`config.mk`:
```
export PLATFORM = sky130hd
export DESIGN_NAME = lfwk_mode_ctrl
export DESIGN_NICKNAME = d
export VERILOG_FILES = /design/src/core/lfwk_pkg.sv /design/src/core/lfwk_mode_ctrl.sv
export SDC_FILE = /design/constraint.sdc
export NUM_CORES = 1
export LEC_CHECK = 0
export ABC_AREA = 1
export CAP_MARGIN = 10
export CORE_ASPECT_RATIO = 1.4
export CORE_MARGIN = 1.5
export CORE_UTILIZATION = 55
export DETAILED_ROUTE_END_ITERATION = 10
export DONT_BUFFER_PORTS = 1
export GPL_TIMING_DRIVEN = 0
export PLACE_DENSITY = 0.66
export SLEW_MARGIN = 15
export SYNTH_ARGS = -nofsm -noshare
export SYNTH_HDL_FRONTEND = slang
export SYNTH_SLANG_ARGS = --single-unit
```
`constraint.sdc`:
```
create_clock -name mclk -period 3.07 [get_ports mclk]
set_input_delay 0 -clock mclk [delete_from_list [all_inputs] [get_ports mclk]]
set_output_delay 0 -clock mclk [all_outputs]
set_load 0.01 [all_outputs]
```
`src/core/lfwk_pkg.sv`:
```
// Package of constants and types for the wakeup mode controller
`default_nettype none
package lfwk_pkg;
  // ==========================================================
  // Clock and timing
  localparam int unsigned MCLK_HZ         = 40_000_000;
  localparam int unsigned SLOT_TIME_MS    = 1;
  localparam int unsigned SLOT_CYCLES     = MCLK_HZ / 1000 * SLOT_TIME_MS;
  localparam int unsigned WAKE_PULSE_NS   = 128_000;
  localparam int unsigned MCLK_PERIOD_NS  = 1_000_000_000 / MCLK_HZ;
  localparam int unsigned WAKE_PULSE_CYC  = WAKE_PULSE_NS / MCLK_PERIOD_NS;
  localparam int unsigned RTC_TICKS_PER_S = 32768;
  localparam int unsigned TOUT_STEP_MS    = 50;
  localparam int unsigned PREAMBLE_EDGES  = 8;
  localparam int unsigned PATTERN_SLACK   = 8;
  // ==========================================================
  // Register indices
  localparam logic [5:0] REG_CHAN_PWR   = 6'h00;
  localparam logic [5:0] REG_RX_FEAT    = 6'h01;
  localparam logic [5:0] REG_DUTY_GAIN  = 6'h04;
  localparam logic [5:0] REG_PAT_SECOND = 6'h05;
  localparam logic [5:0] REG_PAT_FIRST  = 6'h06;
  localparam logic [5:0] REG_TOUT_RATE  = 6'h07;
  localparam logic [5:0] REG_PERIODIC   = 6'h08;
  localparam logic [5:0] REG_RESERVED   = 6'h09;
  localparam logic [5:0] REG_STR_ONE    = 6'h0A;
  localparam logic [5:0] REG_STR_THREE  = 6'h0B;
  localparam logic [5:0] REG_STR_TWO    = 6'h0C;
  localparam logic [5:0] REG_FALSE_CNT  = 6'h0D;
  localparam int unsigned NUM_CFG       = 9;
  // Reset values of the writable registers, index 0 to 8
  localparam logic [NUM_CFG-1:0][7:0] CFG_RESET = {
    8'h00, 8'h0B, 8'h96, 8'h69, 8'h10, 8'h20, 8'h00, 8'h23, 8'h0E};
  // ==========================================================
  // Field positions
  localparam int unsigned BIT_ON_OFF    = 5;
  localparam int unsigned BIT_SCAN      = 4;
  localparam int unsigned BIT_EN_TWO    = 3;
  localparam int unsigned BIT_EN_THREE  = 2;
  localparam int unsigned BIT_EN_ONE    = 1;
  localparam int unsigned BIT_PWD       = 0;
  localparam int unsigned BIT_BIPHASE   = 3;
  localparam int unsigned BIT_DOUBLE    = 2;
  localparam int unsigned BIT_CORR      = 1;
  localparam int unsigned POS_T_OFF     = 6;
  localparam int unsigned POS_T_OUT     = 5;
  localparam int unsigned POS_T_AUTO    = 0;
  // Artificial wakeup windows in seconds, code 0 means off
  localparam logic [7:0][12:0] AUTO_SECONDS = {
    13'h1C20, 13'h0E10, 13'h0384, 13'h0078, 13'h0014, 13'h0005, 13'h0001, 13'h0000};
  // ==========================================================
  // Serial frame: mode, address, data
  localparam logic [1:0] SPI_WRITE  = 2'h0;
  localparam logic [1:0] SPI_READ   = 2'h1;
  localparam logic [1:0] SPI_CMD    = 2'h3;
  localparam logic [5:0] CMD_CLEAR_WAKE = 6'h00;
  typedef struct packed {
    logic [1:0] mode;
    logic [5:0] addr;
    logic [7:0] data;
  } lfwk_frame_s;
  typedef enum logic [2:0] {
    ST_PWD      = 3'h0,
    ST_LISTEN   = 3'h1,
    ST_EVAL     = 3'h2,
    ST_PREAMBLE = 3'h3,
    ST_PATTERN  = 3'h4,
    ST_RECEIVE  = 3'h5
  } lfwk_state_e;
endpackage
`default_nettype wire

```
`src/core/lfwk_mode_ctrl.sv`:
```
// Mode controller of a three-channel low-frequency wakeup receiver
`default_nettype none
module lfwk_mode_ctrl #(
  parameter int unsigned SLOT_CYC  = lfwk_pkg::SLOT_CYCLES,
  parameter int unsigned PULSE_CYC = lfwk_pkg::WAKE_PULSE_CYC,
  parameter int unsigned RTC_PER_S = lfwk_pkg::RTC_TICKS_PER_S
) (
  // Clock and reset
  input  wire logic       mclk,
  input  wire logic       reset,
  // Serial register port
  input  wire logic       spi_sclk,
  input  wire logic       spi_cs_n,
  input  wire logic       spi_sdi,
  output logic            spi_sdo,
  output logic            spi_sdo_oe,
  // Real-time clock and front end
  input  wire logic       rtc_clk,
  input  wire logic [2:0] carrier_det,
  input  wire logic       envelope,
  input  wire logic [4:0] strength_ch_one,
  input  wire logic [4:0] strength_ch_two,
  input  wire logic [4:0] strength_ch_three,
  // Front-end control
  output logic [2:0]      amp_on,
  output logic [1:0]      demod_sel,
  output logic            correlator_on,
  output logic            rtc_run,
  // Host pins
  output logic            wake_out,
  output logic            demod_bitstream_pin,
  output logic            recovered_bitclock_pin
);
  // ==========================================================
  // Synchronisers: first stage feeds only the second
  logic [7:0] sync1, sync2;
  logic [2:0] prev;
  always_ff @(posedge mclk) begin
    sync1 <= {carrier_det, envelope, rtc_clk, spi_sdi, spi_cs_n, spi_sclk};
    sync2 <= sync1;
    prev  <= {sync2[4], sync2[3], sync2[0]};
  end
  logic sclk_rise, sclk_fall, rtc_tick, env_edge, any_carrier;
  assign sclk_rise   = sync2[0] & ~prev[0];
  assign sclk_fall   = ~sync2[0] & prev[0];
  assign rtc_tick    = sync2[3] & ~prev[1];
  assign env_edge    = sync2[4] ^ prev[2];
  assign any_carrier = |sync2[7:5];

  // ==========================================================
  // Registers
  logic [lfwk_pkg::NUM_CFG-1:0][7:0] cfg;
  logic [2:0][4:0] strength;
  logic [7:0]      false_cnt;
  logic [2:0]      chan_en;
  logic            power_down_bit, scan_en, on_off, corr_en, biphase_en, double_en;
  assign chan_en    = {cfg[0][lfwk_pkg::BIT_EN_THREE], cfg[0][lfwk_pkg::BIT_EN_TWO],
                       cfg[0][lfwk_pkg::BIT_EN_ONE]};
  assign power_down_bit        = cfg[0][lfwk_pkg::BIT_PWD];
  assign scan_en    = cfg[0][lfwk_pkg::BIT_SCAN];
  assign on_off     = cfg[0][lfwk_pkg::BIT_ON_OFF];
  assign corr_en    = cfg[1][lfwk_pkg::BIT_CORR];
  assign biphase_en = cfg[1][lfwk_pkg::BIT_BIPHASE];
  assign double_en  = cfg[1][lfwk_pkg::BIT_DOUBLE];

  // ==========================================================
  // Serial slave: 2-bit mode, 6-bit address, 8-bit data, MSB first
  lfwk_pkg::lfwk_frame_s frame;
  logic [4:0] bit_cnt;
  logic [7:0] sdo_sh;
  logic [7:0] rd_data;
  logic       clear_cmd, rd_mode;
  // Read address still sits in the low byte when the reply is loaded
  always_comb begin
    rd_data = 8'h00;
    if (frame.data[5:0] < lfwk_pkg::REG_RESERVED)
      rd_data = cfg[frame.data[3:0]];
    else if (frame.data[5:0] == lfwk_pkg::REG_STR_ONE)
      rd_data = {3'h0, strength[0]};
    else if (frame.data[5:0] == lfwk_pkg::REG_STR_THREE)
      rd_data = {3'h0, strength[2]};
    else if (frame.data[5:0] == lfwk_pkg::REG_STR_TWO)
      rd_data = {3'h0, strength[1]};
    else if (frame.data[5:0] == lfwk_pkg::REG_FALSE_CNT)
      rd_data = false_cnt;
  end
  always_ff @(posedge mclk) begin
    if (reset || sync2[1]) begin
      bit_cnt <= 5'h00;
      frame   <= '0;
      rd_mode <= 1'b0;
    end else if (sclk_rise && bit_cnt != 5'h10) begin
      bit_cnt <= bit_cnt + 5'h01;
      frame   <= {frame[14:0], sync2[2]};
      if (bit_cnt == 5'h08)
        rd_mode <= frame.data[7:6] == lfwk_pkg::SPI_READ;
    end
  end
  always_ff @(posedge mclk) begin
    if (reset || sync2[1])
      sdo_sh <= 8'h00;
    else if (bit_cnt == 5'h08 && sclk_fall && frame.data[7:6] == lfwk_pkg::SPI_READ)
      sdo_sh <= rd_data;
    else if (bit_cnt > 5'h08 && sclk_fall)
      sdo_sh <= {sdo_sh[6:0], 1'b0};
  end
  // Address sits in the low bits until its last bit arrives, so the command is decoded then
  assign clear_cmd = sclk_rise && bit_cnt == 5'h07 && frame.data[6:5] == lfwk_pkg::SPI_CMD
                     && {frame.data[4:0], sync2[2]} == lfwk_pkg::CMD_CLEAR_WAKE;
  always_ff @(posedge mclk) begin
    if (reset) begin
      spi_sdo    <= 1'b0;
      spi_sdo_oe <= 1'b0;
    end else begin
      spi_sdo    <= sdo_sh[7];
      // Mode bits leave the low byte as data arrives, so a held flag carries it on
      spi_sdo_oe <= ~sync2[1] && (bit_cnt == 5'h08 ? frame.data[7:6] == lfwk_pkg::SPI_READ
                                                   : bit_cnt > 5'h08 && rd_mode);
    end
  end
  always_ff @(posedge mclk) begin
    if (reset)
      cfg <= lfwk_pkg::CFG_RESET;
    else if (sclk_rise && bit_cnt == 5'h0F && frame[12:7] < lfwk_pkg::REG_RESERVED
             && frame[14:13] == lfwk_pkg::SPI_WRITE)
      cfg[frame[12:7]] <= {frame.data[6:0], sync2[2]};
  end

  // ==========================================================
  // Millisecond base and listening timing
  logic [15:0] ms_cnt;
  logic        ms_tick;
  assign ms_tick = ms_cnt == 16'(SLOT_CYC - 1);
  always_ff @(posedge mclk) begin
    if (reset || power_down_bit || ms_tick)
      ms_cnt <= 16'h0000;
    else
      ms_cnt <= ms_cnt + 16'h0001;
  end
  lfwk_pkg::lfwk_state_e state;
  logic [1:0] scan_ch;
  logic [3:0] off_ms;
  logic       in_off;
  // Next channel in the order one, three, two, skipping disabled ones
  function automatic logic [1:0] next_scan(input logic [1:0] cur, input logic [2:0] en);
    logic [1:0] c;
    c = cur;
    for (int i = 0; i < 3; i++) begin
      c = (c == 2'd0) ? 2'd2 : (c == 2'd2) ? 2'd1 : 2'd0;
      if (en[c]) return c;
    end
    return cur;
  endfunction
  always_ff @(posedge mclk) begin
    if (reset || state != lfwk_pkg::ST_LISTEN)
      scan_ch <= 2'd0;
    else if (ms_tick || !chan_en[scan_ch])
      scan_ch <= next_scan(scan_ch, chan_en);
  end
  // On slot of one millisecond, off for 1, 2, 4 or 8
  always_ff @(posedge mclk) begin
    if (reset || state != lfwk_pkg::ST_LISTEN || !on_off) begin
      in_off <= 1'b0;
      off_ms <= 4'h0;
    end else if (ms_tick && !in_off) begin
      in_off <= 1'b1;
      off_ms <= 4'(4'h1 << cfg[4][lfwk_pkg::POS_T_OFF +: 2]) - 4'h1;
    end else if (ms_tick) begin
      in_off <= off_ms != 4'h0;
      off_ms <= off_ms - 4'h1;
    end
  end
  always_comb begin
    amp_on = 3'h0;
    if (state == lfwk_pkg::ST_LISTEN && scan_en)
      amp_on = 3'(chan_en & (3'h1 << scan_ch));
    else if (state == lfwk_pkg::ST_LISTEN)
      amp_on = in_off ? 3'h0 : chan_en;
    else if (state != lfwk_pkg::ST_PWD)
      amp_on = chan_en;
  end
  assign rtc_run       = state != lfwk_pkg::ST_PWD;
  assign correlator_on = state == lfwk_pkg::ST_PREAMBLE || state == lfwk_pkg::ST_PATTERN;

  // ==========================================================
  // Envelope edge timing and biphase decoding
  logic [6:0]  itv;
  logic [4:0]  hb;
  logic        short_itv, long_itv;
  logic [3:0]  pre_cnt;
  logic        at_mid;
  logic [31:0] bits;
  logic [5:0]  nbits;
  logic        match, fail, rec_clk;
  assign hb        = cfg[7][4:0];
  assign short_itv = {itv, 1'b0} < {2'b00, hb, 1'b0} + {3'b000, hb};
  assign long_itv  = !short_itv && {itv, 1'b0} < {1'b0, hb, 2'b00} + {3'b000, hb};
  always_ff @(posedge mclk) begin
    if (reset || env_edge)
      itv <= 7'h00;
    else if (rtc_tick && itv != 7'h7F)
      itv <= itv + 7'h01;
  end
  // Preamble is a run of half-bit spaced edges
  always_ff @(posedge mclk) begin
    if (reset || state != lfwk_pkg::ST_PREAMBLE)
      pre_cnt <= 4'h0;
    else if (env_edge)
      pre_cnt <= short_itv ? pre_cnt + 4'h1 : 4'h0;
  end
  // Clock recovery: long gaps and every second short gap mark mid-bit
  always_ff @(posedge mclk) begin
    if (reset || state == lfwk_pkg::ST_PREAMBLE) begin
      at_mid <= 1'b1;
      bits   <= 32'h0;
      nbits  <= 6'h00;
    end else if (env_edge && (state == lfwk_pkg::ST_PATTERN ||
                              state == lfwk_pkg::ST_RECEIVE)) begin
      at_mid <= long_itv | ~at_mid;
      if (long_itv || !at_mid) begin
        bits  <= {bits[30:0], sync2[4]};
        nbits <= nbits + 6'h01;
      end
    end
  end
  always_ff @(posedge mclk) begin
    if (reset)
      rec_clk <= 1'b0;
    else
      rec_clk <= state == lfwk_pkg::ST_RECEIVE && at_mid;
  end
  assign match = bits[15:0] == {cfg[6], cfg[5]} && nbits >= (double_en ? 6'd32 : 6'd16)
                 && (!double_en || bits[31:16] == {cfg[6], cfg[5]});
  assign fail  = nbits == 6'(lfwk_pkg::PATTERN_SLACK + (double_en ? 32 : 16))
                 || (env_edge && !short_itv && !long_itv) || !any_carrier;

  // ==========================================================
  // Mode sequence
  logic [15:0] eval_cnt;
  logic [8:0]  tout_ms;
  logic [2:0]  tout_sel;
  logic        pat_wake;
  assign tout_sel = cfg[7][lfwk_pkg::POS_T_OUT +: 3];
  always_ff @(posedge mclk) begin
    if (reset || state != lfwk_pkg::ST_EVAL)
      eval_cnt <= 16'h0000;
    else
      eval_cnt <= eval_cnt + 16'h0001;
  end
  always_ff @(posedge mclk) begin
    if (reset || state != lfwk_pkg::ST_RECEIVE)
      tout_ms <= 9'h000;
    else if (ms_tick)
      tout_ms <= tout_ms + 9'h001;
  end
  always_ff @(posedge mclk) begin
    if (reset || power_down_bit) begin
      state    <= lfwk_pkg::ST_PWD;
      pat_wake <= 1'b0;
    end else begin
      unique case (state)
        lfwk_pkg::ST_PWD:
          state <= lfwk_pkg::ST_LISTEN;
        // Carrier on a channel whose amplifier is on stops rotation, all enabled channels on
        lfwk_pkg::ST_LISTEN:
          if (|(sync2[7:5] & amp_on))
            state <= lfwk_pkg::ST_EVAL;
        lfwk_pkg::ST_EVAL:
          if (eval_cnt == 16'(SLOT_CYC - 1)) begin
            state    <= corr_en ? lfwk_pkg::ST_PREAMBLE : lfwk_pkg::ST_RECEIVE;
            pat_wake <= !corr_en;
          end
        lfwk_pkg::ST_PREAMBLE:
          if (!any_carrier)
            state <= lfwk_pkg::ST_LISTEN;
          else if (pre_cnt == 4'(lfwk_pkg::PREAMBLE_EDGES))
            state <= lfwk_pkg::ST_PATTERN;
        // Match wakes the host, mismatch drops silently
        lfwk_pkg::ST_PATTERN:
          if (match) begin
            state    <= lfwk_pkg::ST_RECEIVE;
            pat_wake <= 1'b1;
          end else if (fail)
            state <= lfwk_pkg::ST_LISTEN;
        lfwk_pkg::ST_RECEIVE:
          if (clear_cmd || (tout_sel != 3'h0 &&
              tout_ms == 9'(tout_sel) * 9'(lfwk_pkg::TOUT_STEP_MS))) begin
            state    <= lfwk_pkg::ST_LISTEN;
            pat_wake <= 1'b0;
          end
        default: begin
          state    <= lfwk_pkg::ST_LISTEN;
          pat_wake <= 1'b0;
        end
      endcase
    end
  end
  // Latch strengths at end of evaluation, pick the strongest
  always_ff @(posedge mclk) begin
    if (reset) begin
      strength  <= '0;
      demod_sel <= 2'd0;
    end else if (state == lfwk_pkg::ST_EVAL && eval_cnt == 16'(SLOT_CYC - 1)) begin
      strength  <= {chan_en[2] ? strength_ch_three : 5'h00,
                    chan_en[1] ? strength_ch_two : 5'h00,
                    chan_en[0] ? strength_ch_one : 5'h00};
      demod_sel <= 2'd0;
      if (chan_en[1] && strength_ch_two > strength_ch_one)
        demod_sel <= 2'd1;
      if (chan_en[2] && strength_ch_three > strength_ch_one &&
          strength_ch_three > strength_ch_two)
        demod_sel <= 2'd2;
    end
  end
  // False wakeup count on pattern failure
  always_ff @(posedge mclk) begin
    if (reset)
      false_cnt <= 8'h00;
    else if (state == lfwk_pkg::ST_PATTERN && !match && fail)
      false_cnt <= false_cnt + 8'h01;
  end

  // ==========================================================
  // Artificial wakeup; seconds are counted from RTC ticks, so the tick rate is a parameter
  logic [15:0] sub_s;
  logic [12:0] secs;
  logic [12:0] pulse_cnt;
  logic [12:0] window;
  assign window = lfwk_pkg::AUTO_SECONDS[cfg[8][lfwk_pkg::POS_T_AUTO +: 3]];
  // Window counted in RTC seconds, any activity restarts it
  always_ff @(posedge mclk) begin
    if (reset || state != lfwk_pkg::ST_LISTEN || any_carrier || window == 13'h0000
        || secs == window) begin
      sub_s <= 16'h0000;
      secs  <= 13'h0000;
    end else if (rtc_tick && sub_s == 16'(RTC_PER_S - 1)) begin
      sub_s <= 16'h0000;
      secs  <= secs + 13'h0001;
    end else if (rtc_tick)
      sub_s <= sub_s + 16'h0001;
  end
  always_ff @(posedge mclk) begin
    if (reset || power_down_bit)
      pulse_cnt <= 13'h0000;
    else if (window != 13'h0000 && secs == window)
      pulse_cnt <= 13'(PULSE_CYC);
    else if (pulse_cnt != 13'h0000)
      pulse_cnt <= pulse_cnt - 13'h0001;
  end
  // Data and recovered clock on the host pins
  always_ff @(posedge mclk) begin
    if (reset) begin
      wake_out               <= 1'b0;
      demod_bitstream_pin    <= 1'b0;
      recovered_bitclock_pin <= 1'b0;
    end else begin
      wake_out               <= pat_wake || pulse_cnt != 13'h0000;
      demod_bitstream_pin    <= state == lfwk_pkg::ST_RECEIVE && sync2[4];
      recovered_bitclock_pin <= biphase_en && rec_clk;
    end
  end
endmodule
`default_nettype wire

```
Word-level counts from Yosys, hierarchy flattened
Memory sizes are Yosys's and may differ from the RTL's. A register that Yosys moved wholly into a read port is not among the register bits. Cells that the tools add are included.

Memories kept: 1. Flip-flop bits (word level): 295. ROM bits: 104. Logic and storage cells: 304. Latch bits: 0. RAM bits: 0.

Memories: (name not given) (depth 8, bits a word 13, rd ports 1, clocked after Yosys merged registers in 1, write ports 0, line lfwk_mode_ctrl.sv:329) `assign window = lfwk_pkg::AUTO_SECONDS[cfg[8][lfwk_pkg::POS_T_AUTO +: 3]];`.

Multipliers: 1. Muxes and demuxes: 79. Equal/unequal tests: 38. Shift operators: 2. Bitwise logic cells: 13. Add/sub/neg operators: 16. $lt $le $gt $ge: 17. Reduce and logical (&&, ||, !) cells: 91. Div/mod/pow operators: 0.

Operator list (number): $bwmux W72 (1); $mux W8 (9); $add A16 B1 Y16 const B (3); $mux W3 (14); $mux W13 (3); $logic_and A1 B1 Y1 (34); $bmux W8 S4 (1); $demux W8 S4 (1); $eq A16 B16 Y1 (2); $eq A16 B16 Y1 const B (2); $mux W1 (27); $reduce_bool A13 Y1 (2); $eq A6 B4 Y1 const B (4); $logic_or A1 B1 Y1 (22); $mux W2 (9); $eq A16 B15 Y1 const B (1); $gt A5 B5 Y1 (3); $mux W5 (3); $pmux W3 S5 (1); $add A13 B1 Y13 const B (1); $eq A13 B13 Y1 (1); $logic_not A13 Y1 (1); $sub A13 B1 Y13 const B (1); $lt A2 B3 Y1 const B (4); other kinds (60) (107).

Longest topological paths before layout
Word-level depth: 17. Depth in mapped cells: 20.

Worst setup path before layout
Ideal clock, no wire load.

Path kind: reg2reg. Start: reg cfg[57] (netlist name). End: reg bits[13]. Setup slack: 0.339 ns. Period minus slack after synthesis: 2.731 ns. Data arrival time: 2.615 ns. Cell stages (with the launch flop): 20. Data required time: 2.954 ns. Path buffers: 2. Cell sequence: dfxtp_1 inv_1 fa_1 inv_1 a21oi_1 nor2_1 nor2_1 xor2_1 ha_1 nand2_1 nor3_1 nand2_1 nand2_1 nand3_1 nand2_1 nand2_1 buf_2 buf_4 o21ai_0 nor2_1.

Word-level cells in the longest chain between the ends: 6.

Ends and longest elaborated chain: from (decl) (line lfwk_mode_ctrl.sv:52) `logic [lfwk_pkg::NUM_CFG-1:0][7:0] cfg;`; from (signal assigned) (line lfwk_mode_ctrl.sv:123) `cfg <= lfwk_pkg::CFG_RESET;`; from (signal, indexed assignment) (line lfwk_mode_ctrl.sv:126) `cfg[frame[12:7]] <= {frame.data[6:0], sync2[2]};`; $add A6 B5 Y7 (line lfwk_mode_ctrl.sv:196) `assign short_itv = {itv, 1'b0} < {2'b00, hb, 1'b0} + {3'b000, hb};`; $lt A8 B7 Y1 (line lfwk_mode_ctrl.sv:196); $logic_not A1 Y1 (line lfwk_mode_ctrl.sv:197) `assign long_itv = !short_itv && {itv, 1'b0} < {1'b0, hb, 2'b00} + {3'b000, hb};`; $logic_and A1 B1 Y1 (*) (line lfwk_mode_ctrl.sv:197); $logic_or A1 B1 Y1 (*) (line lfwk_mode_ctrl.sv:220) `if (long_itv || !at_mid) begin`; $reduce_and A2 Y1 (no line) (*); to (signal assigned) (line lfwk_mode_ctrl.sv:221) `bits <= {bits[30:0], sync2[4]};`; to (decl) (line lfwk_mode_ctrl.sv:192) `logic [31:0] bits;`.

Mark *: on every way between the ends. The rest lies on a longest branch, timed or not. A chain may end at the register's enable or synchronous reset.

Final worst setup path
Start: reg cfg[57] (netlist name). End: reg bits[15].

The elaborated chain is that of the path after synthesis.

==> results.py <==
metrics = {
    "power": {
        "leakage_uw": 0.00700,
        "p_per_area_nw_per_um2": 544,
        "combPwrFrac": 0.127,
        "swShare": 0.270,
        "clkPwrFrac": 0.420,
        "netSwitchingPower_uw": 2490,
        "intPower_uw": 6750,
        "seq_power_share": 0.453,
        "vdd_drop_max_mv": 0.454,
    },
    "finish": {
        "syn_to_final_growth_pct": 12.7,
        "layout.nets": 2260,
        "drive_gt1_frac": 0.0688,
        "final_cell_area_um2": 17000,
        "nFillCells": 2495,
        "finalNonFillerCells": 2561,
        "postLayoutCoreUtil": 0.632,
        "antennaDiodeCount": 0,
    },
    "die": {
        "fp.dieW_um": 143,
        "core_area_um2": 26900,
        "dieArea_um2": 28500,
        "die_h_um": 199,
        "ios": 37,
        "fp-row-count": 71,
        "start_util": 0.561,
    },
    "clock_tree": {
        "cts.reportedPaths.clkPinSlew_ns": 0.06,
        "htree_levels": 1,
        "clock_path_buffers": 3,
        "cts.sinks": 304,
        "clockRootBuffer": "clkbuf_16",
        "cts_tree": "built",
        "insertion_delay_ns": 0.57,
        "cts_buffers": 31,
    },
    "setup_path": {
        "crit_top_cell": "nor2_1",
        "cp_num_cells": 18,
        "path_buf_inv": 4,
        "critPathSlowestCell": "fa_2",
        "arrival_ns": 3.29,
        "cp-start-kind": "flip-flop",
        "r2r-start": "cfg[57]",
        "rrSetupSlack_ns": 0.23,
        "crit_chain": "inv_2, fa_2, inv_1, a21oi_1, nor2_1, nor2_1, xor2_1, ha_1, a21oi_1, nor2_1, nor2_1, nand2_2, nand3_1, nand2_1, nand2_2, buf_6, buf_2, a21oi_1",
        "path_delay_family": "adder cells",
        "crit_fanout": 10,
        "r2r_end": "bits[15]",
        "critical_path.max_stage_delay_ns": 0.41,
        "worstSetupPathType": "reg -> reg",
        "cp-end-kind": "flip-flop",
        "timing.reg2reg.worst_path_depth": 18,
        "crit_required_ns": 3.52,
    },
    "route": {
        "drtIter0Drc": 880,
        "ant_nets": 0,
        "post_drt_wl_per_cell_um": 15.6,
        "drtPass1Iterations": 7,
        "dr_total_vias": 13800,
        "drt-total-wl_mm": 39.9,
        "viasPerCell": 5.40,
        "drc_errors": 0,
    },
    "yosys": {
        "synth_nets": 2194,
        "synthArstFlopShare": 0,
        "synth_cells": 2107,
        "netlist_area_um2": 15100,
        "ys.flop_type": "dfxtp_1",
        "ys_seq_area_frac": 0.403,
        "synth-edff-count": 0,
        "avgSynthCellArea_um2": 7.16,
        "ys_seq_elements": 304,
        "yosysWarnings": 0,
        "ys_types": 53,
    },
    "sta": {
        "worst_pin_slew_ns": 0.743,
        "finalHoldViolations": 0,
        "whs_ns": 0.0498,
        "relSlewSlack": 0.505,
        "fin_crit_sh": 0.925,
        "fmax_ghz": 0.352,
        "period_minus_slack_ns": 2.84,
        "finClkSkew_ns": 0.0212,
        "timing.final.max_slew_violations": 0,
        "setup_viol": 0,
    },
    "global_routing": {
        "grt_max_degree": 15,
        "grt_pass1_vias": 13200,
        "track_usage": 0.285,
        "grt_first_pass_wirelength_mm": 64.8,
        "overflow": 0,
        "antenna_found_initial": 0,
    },
    "placed_design": {
        "globalplace.congestion": 0.966,
        "dp_cells": 2472,
        "postPlaceCellArea_um2": 15500,
        "dp_hpwl_mm": 29.6,
        "portBuffers": 0,
    },
    "min_path": {
        "min_path_type": "in -> reg",
        "worstHoldPathCells": 4,
        "whs_endpoint": "demod_sel[1]",
        "min_from": "strength_ch_three[1]",
    },
    "run": {
        "cap_viol_max_count": 0,
    },
    "outcome": {
        "status": "complete, no violations",
    },
}
## kinds of logic (layout without fill, tap and decap cells)
kind of cell               count (synthesis)  after routing  share of synthesized area
and+or+nand+nor                          846            846                      0.244
AOI/OAI and AO/OA                        480            480                      0.175
buffers and inverters                    358            447                     0.0917
DFF                                      304            304                      0.403
adders and majority gates                 62             62                     0.0524
xor gates and xnor gates                  57             57                     0.0331
## power by group through the flow
stage	logic [µW]	clock network, µW	registers [µW]
2_1_floorplan	869	0	4240
3_5_place_dp	1130	0	4280
3_3_place_gp	1100	0	4270
5_1_grt	1350	4090	4200
4_1_cts	1170	3940	4190
6_report	1180	3880	4190
## flip-flops by register name, summed over array words and instances (netlist names), 3 cells and up
signal,cells
cfg,71
bits,32
eval_cnt,16
ms_cnt,16
sub_s,16
frame,15
strength,15
pulse_cnt,13
secs,13
tout_ms,9
window,9
false_cnt,8
sdo_sh,8
sync1,8
sync2,8
itv,7
nbits,6
bit_cnt,5
off_ms,4
pre_cnt,4
prev,3
state,3
## worst max path at each step
stage | to | start
after floorplan | bits[13] | cfg[57]
after global placement | bits[18] | cfg[57]
after detailed placement | bits[28] | cfg[57]
after CTS | bits[8] | cfg[57]
after global routing | nbits[2] | cfg[57]
final | bits[15] | cfg[57]
## metrics by stage
stage	worst slack, ns	power (µW)	setup TNS [ns]
floorplan	0.339	5110	0
finish	0.232	9250	0
CTS	0.0285	9300	0
detailed placement	-0.163	5400	-4.67
global placement	-0.164	5380	-3.08
global route	-0.0263	9650	-0.0931
## cells in the mapped netlist (7+ instances only)
cell / instances / area [µm²]
nor4_1: 8 / 50.1
clkbuf_1: 34 / 128
o22ai_1: 12 / 75.1
nand2_1: 428 / 1610
nor2_1: 205 / 769
nand4_1: 37 / 231
o211ai_1: 25 / 188
a22oi_1: 10 / 75.1
nor3_1: 39 / 195
inv_2: 8 / 30.0
dfxtp_1: 304 / 6090
a21oi_1: 223 / 1120
nor2_2: 8 / 50.1
or2_2: 9 / 56.3
xnor2_1: 17 / 149
inv_1: 288 / 1080
xor2_1: 40 / 350
buf_2: 23 / 115
ha_1: 60 / 751
a211oi_1: 14 / 105
o21ai_0: 157 / 786
nand3_1: 72 / 360
o2111ai_1: 7 / 61.3
## layout by cell type, fill, tap and decap left out, types with 4 or more instances in the layout
cell           count
nand2_1          424
dfxtp_1          300
inv_1            287
a21oi_1          223
nor2_1           205
o21ai_0          153
nand3_1           71
ha_1              60
xor2_1            40
nand4_1           37
nor3_1            37
clkbuf_1          35
clkbuf_16         31
dlygate4sd3_1     31
o211ai_1          25
buf_2             20
xnor2_1           17
a211oi_1          14
o22ai_1           12
clkbuf_8          11
nand2_2           10
a22oi_1           10
inv_2              9
o21ai_1            9
or2_2              9
nor3_2             8
nor2_2             8
nor4_1             8
o2111ai_1          7
nor3b_1            6
clkinv_2           6
o221ai_1           5
o21ai_2            4
nor3_4             4
and3_1             4
buf_6              4
a31oi_1            4
o21bai_1           4
## final cells by class
cell class              count  area [µm²]  area share
plain buffers              59         290      0.0171
flip-flops and latches    304        6090       0.358
well taps                 365         457      0.0269
inverters                 299        1120      0.0660
clock inverters            11         123     0.00721
repair buffers             33         323      0.0190
clock buffers              45         938      0.0552
multi-input cells        1445        7660       0.450
## worst register-to-register path, cell delays in order (launching register included)
cell	delay, ns
dfxtp_4	0.39
inv_2	0.09
fa_2	0.41
inv_1	0.06
a21oi_1	0.06
nor2_1	0.10
nor2_1	0.06
xor2_1	0.14
ha_1	0.30
a21oi_1	0.14
nor2_1	0.05
nor2_1	0.10
nand2_2	0.09
nand3_1	0.09
nand2_1	0.07
nand2_2	0.09
buf_6	0.14
buf_2	0.24
a21oi_1	0.10
## metal layers
metal,vias up,wire length (µm),GRT usage
li1,7047,-,-
met1,6355,16800,0.333
met2,326,20000,0.529
met3,96,1680,0.0286
met4,0,1470,0.109
met5,-,0,0
## timing repair
action / 4_1_cts / 5_1_grt
endpoints found under the setup margin: 48 / 52
endpoints found under the hold margin: 25 / 0
gates cloned: 0 / 1
resized for setup: 8 / 27
hold buffers: 31 / 0
buffers inserted: 0 / 1
pin swaps: 0 / 2
(Power assumes the default switching activity.)
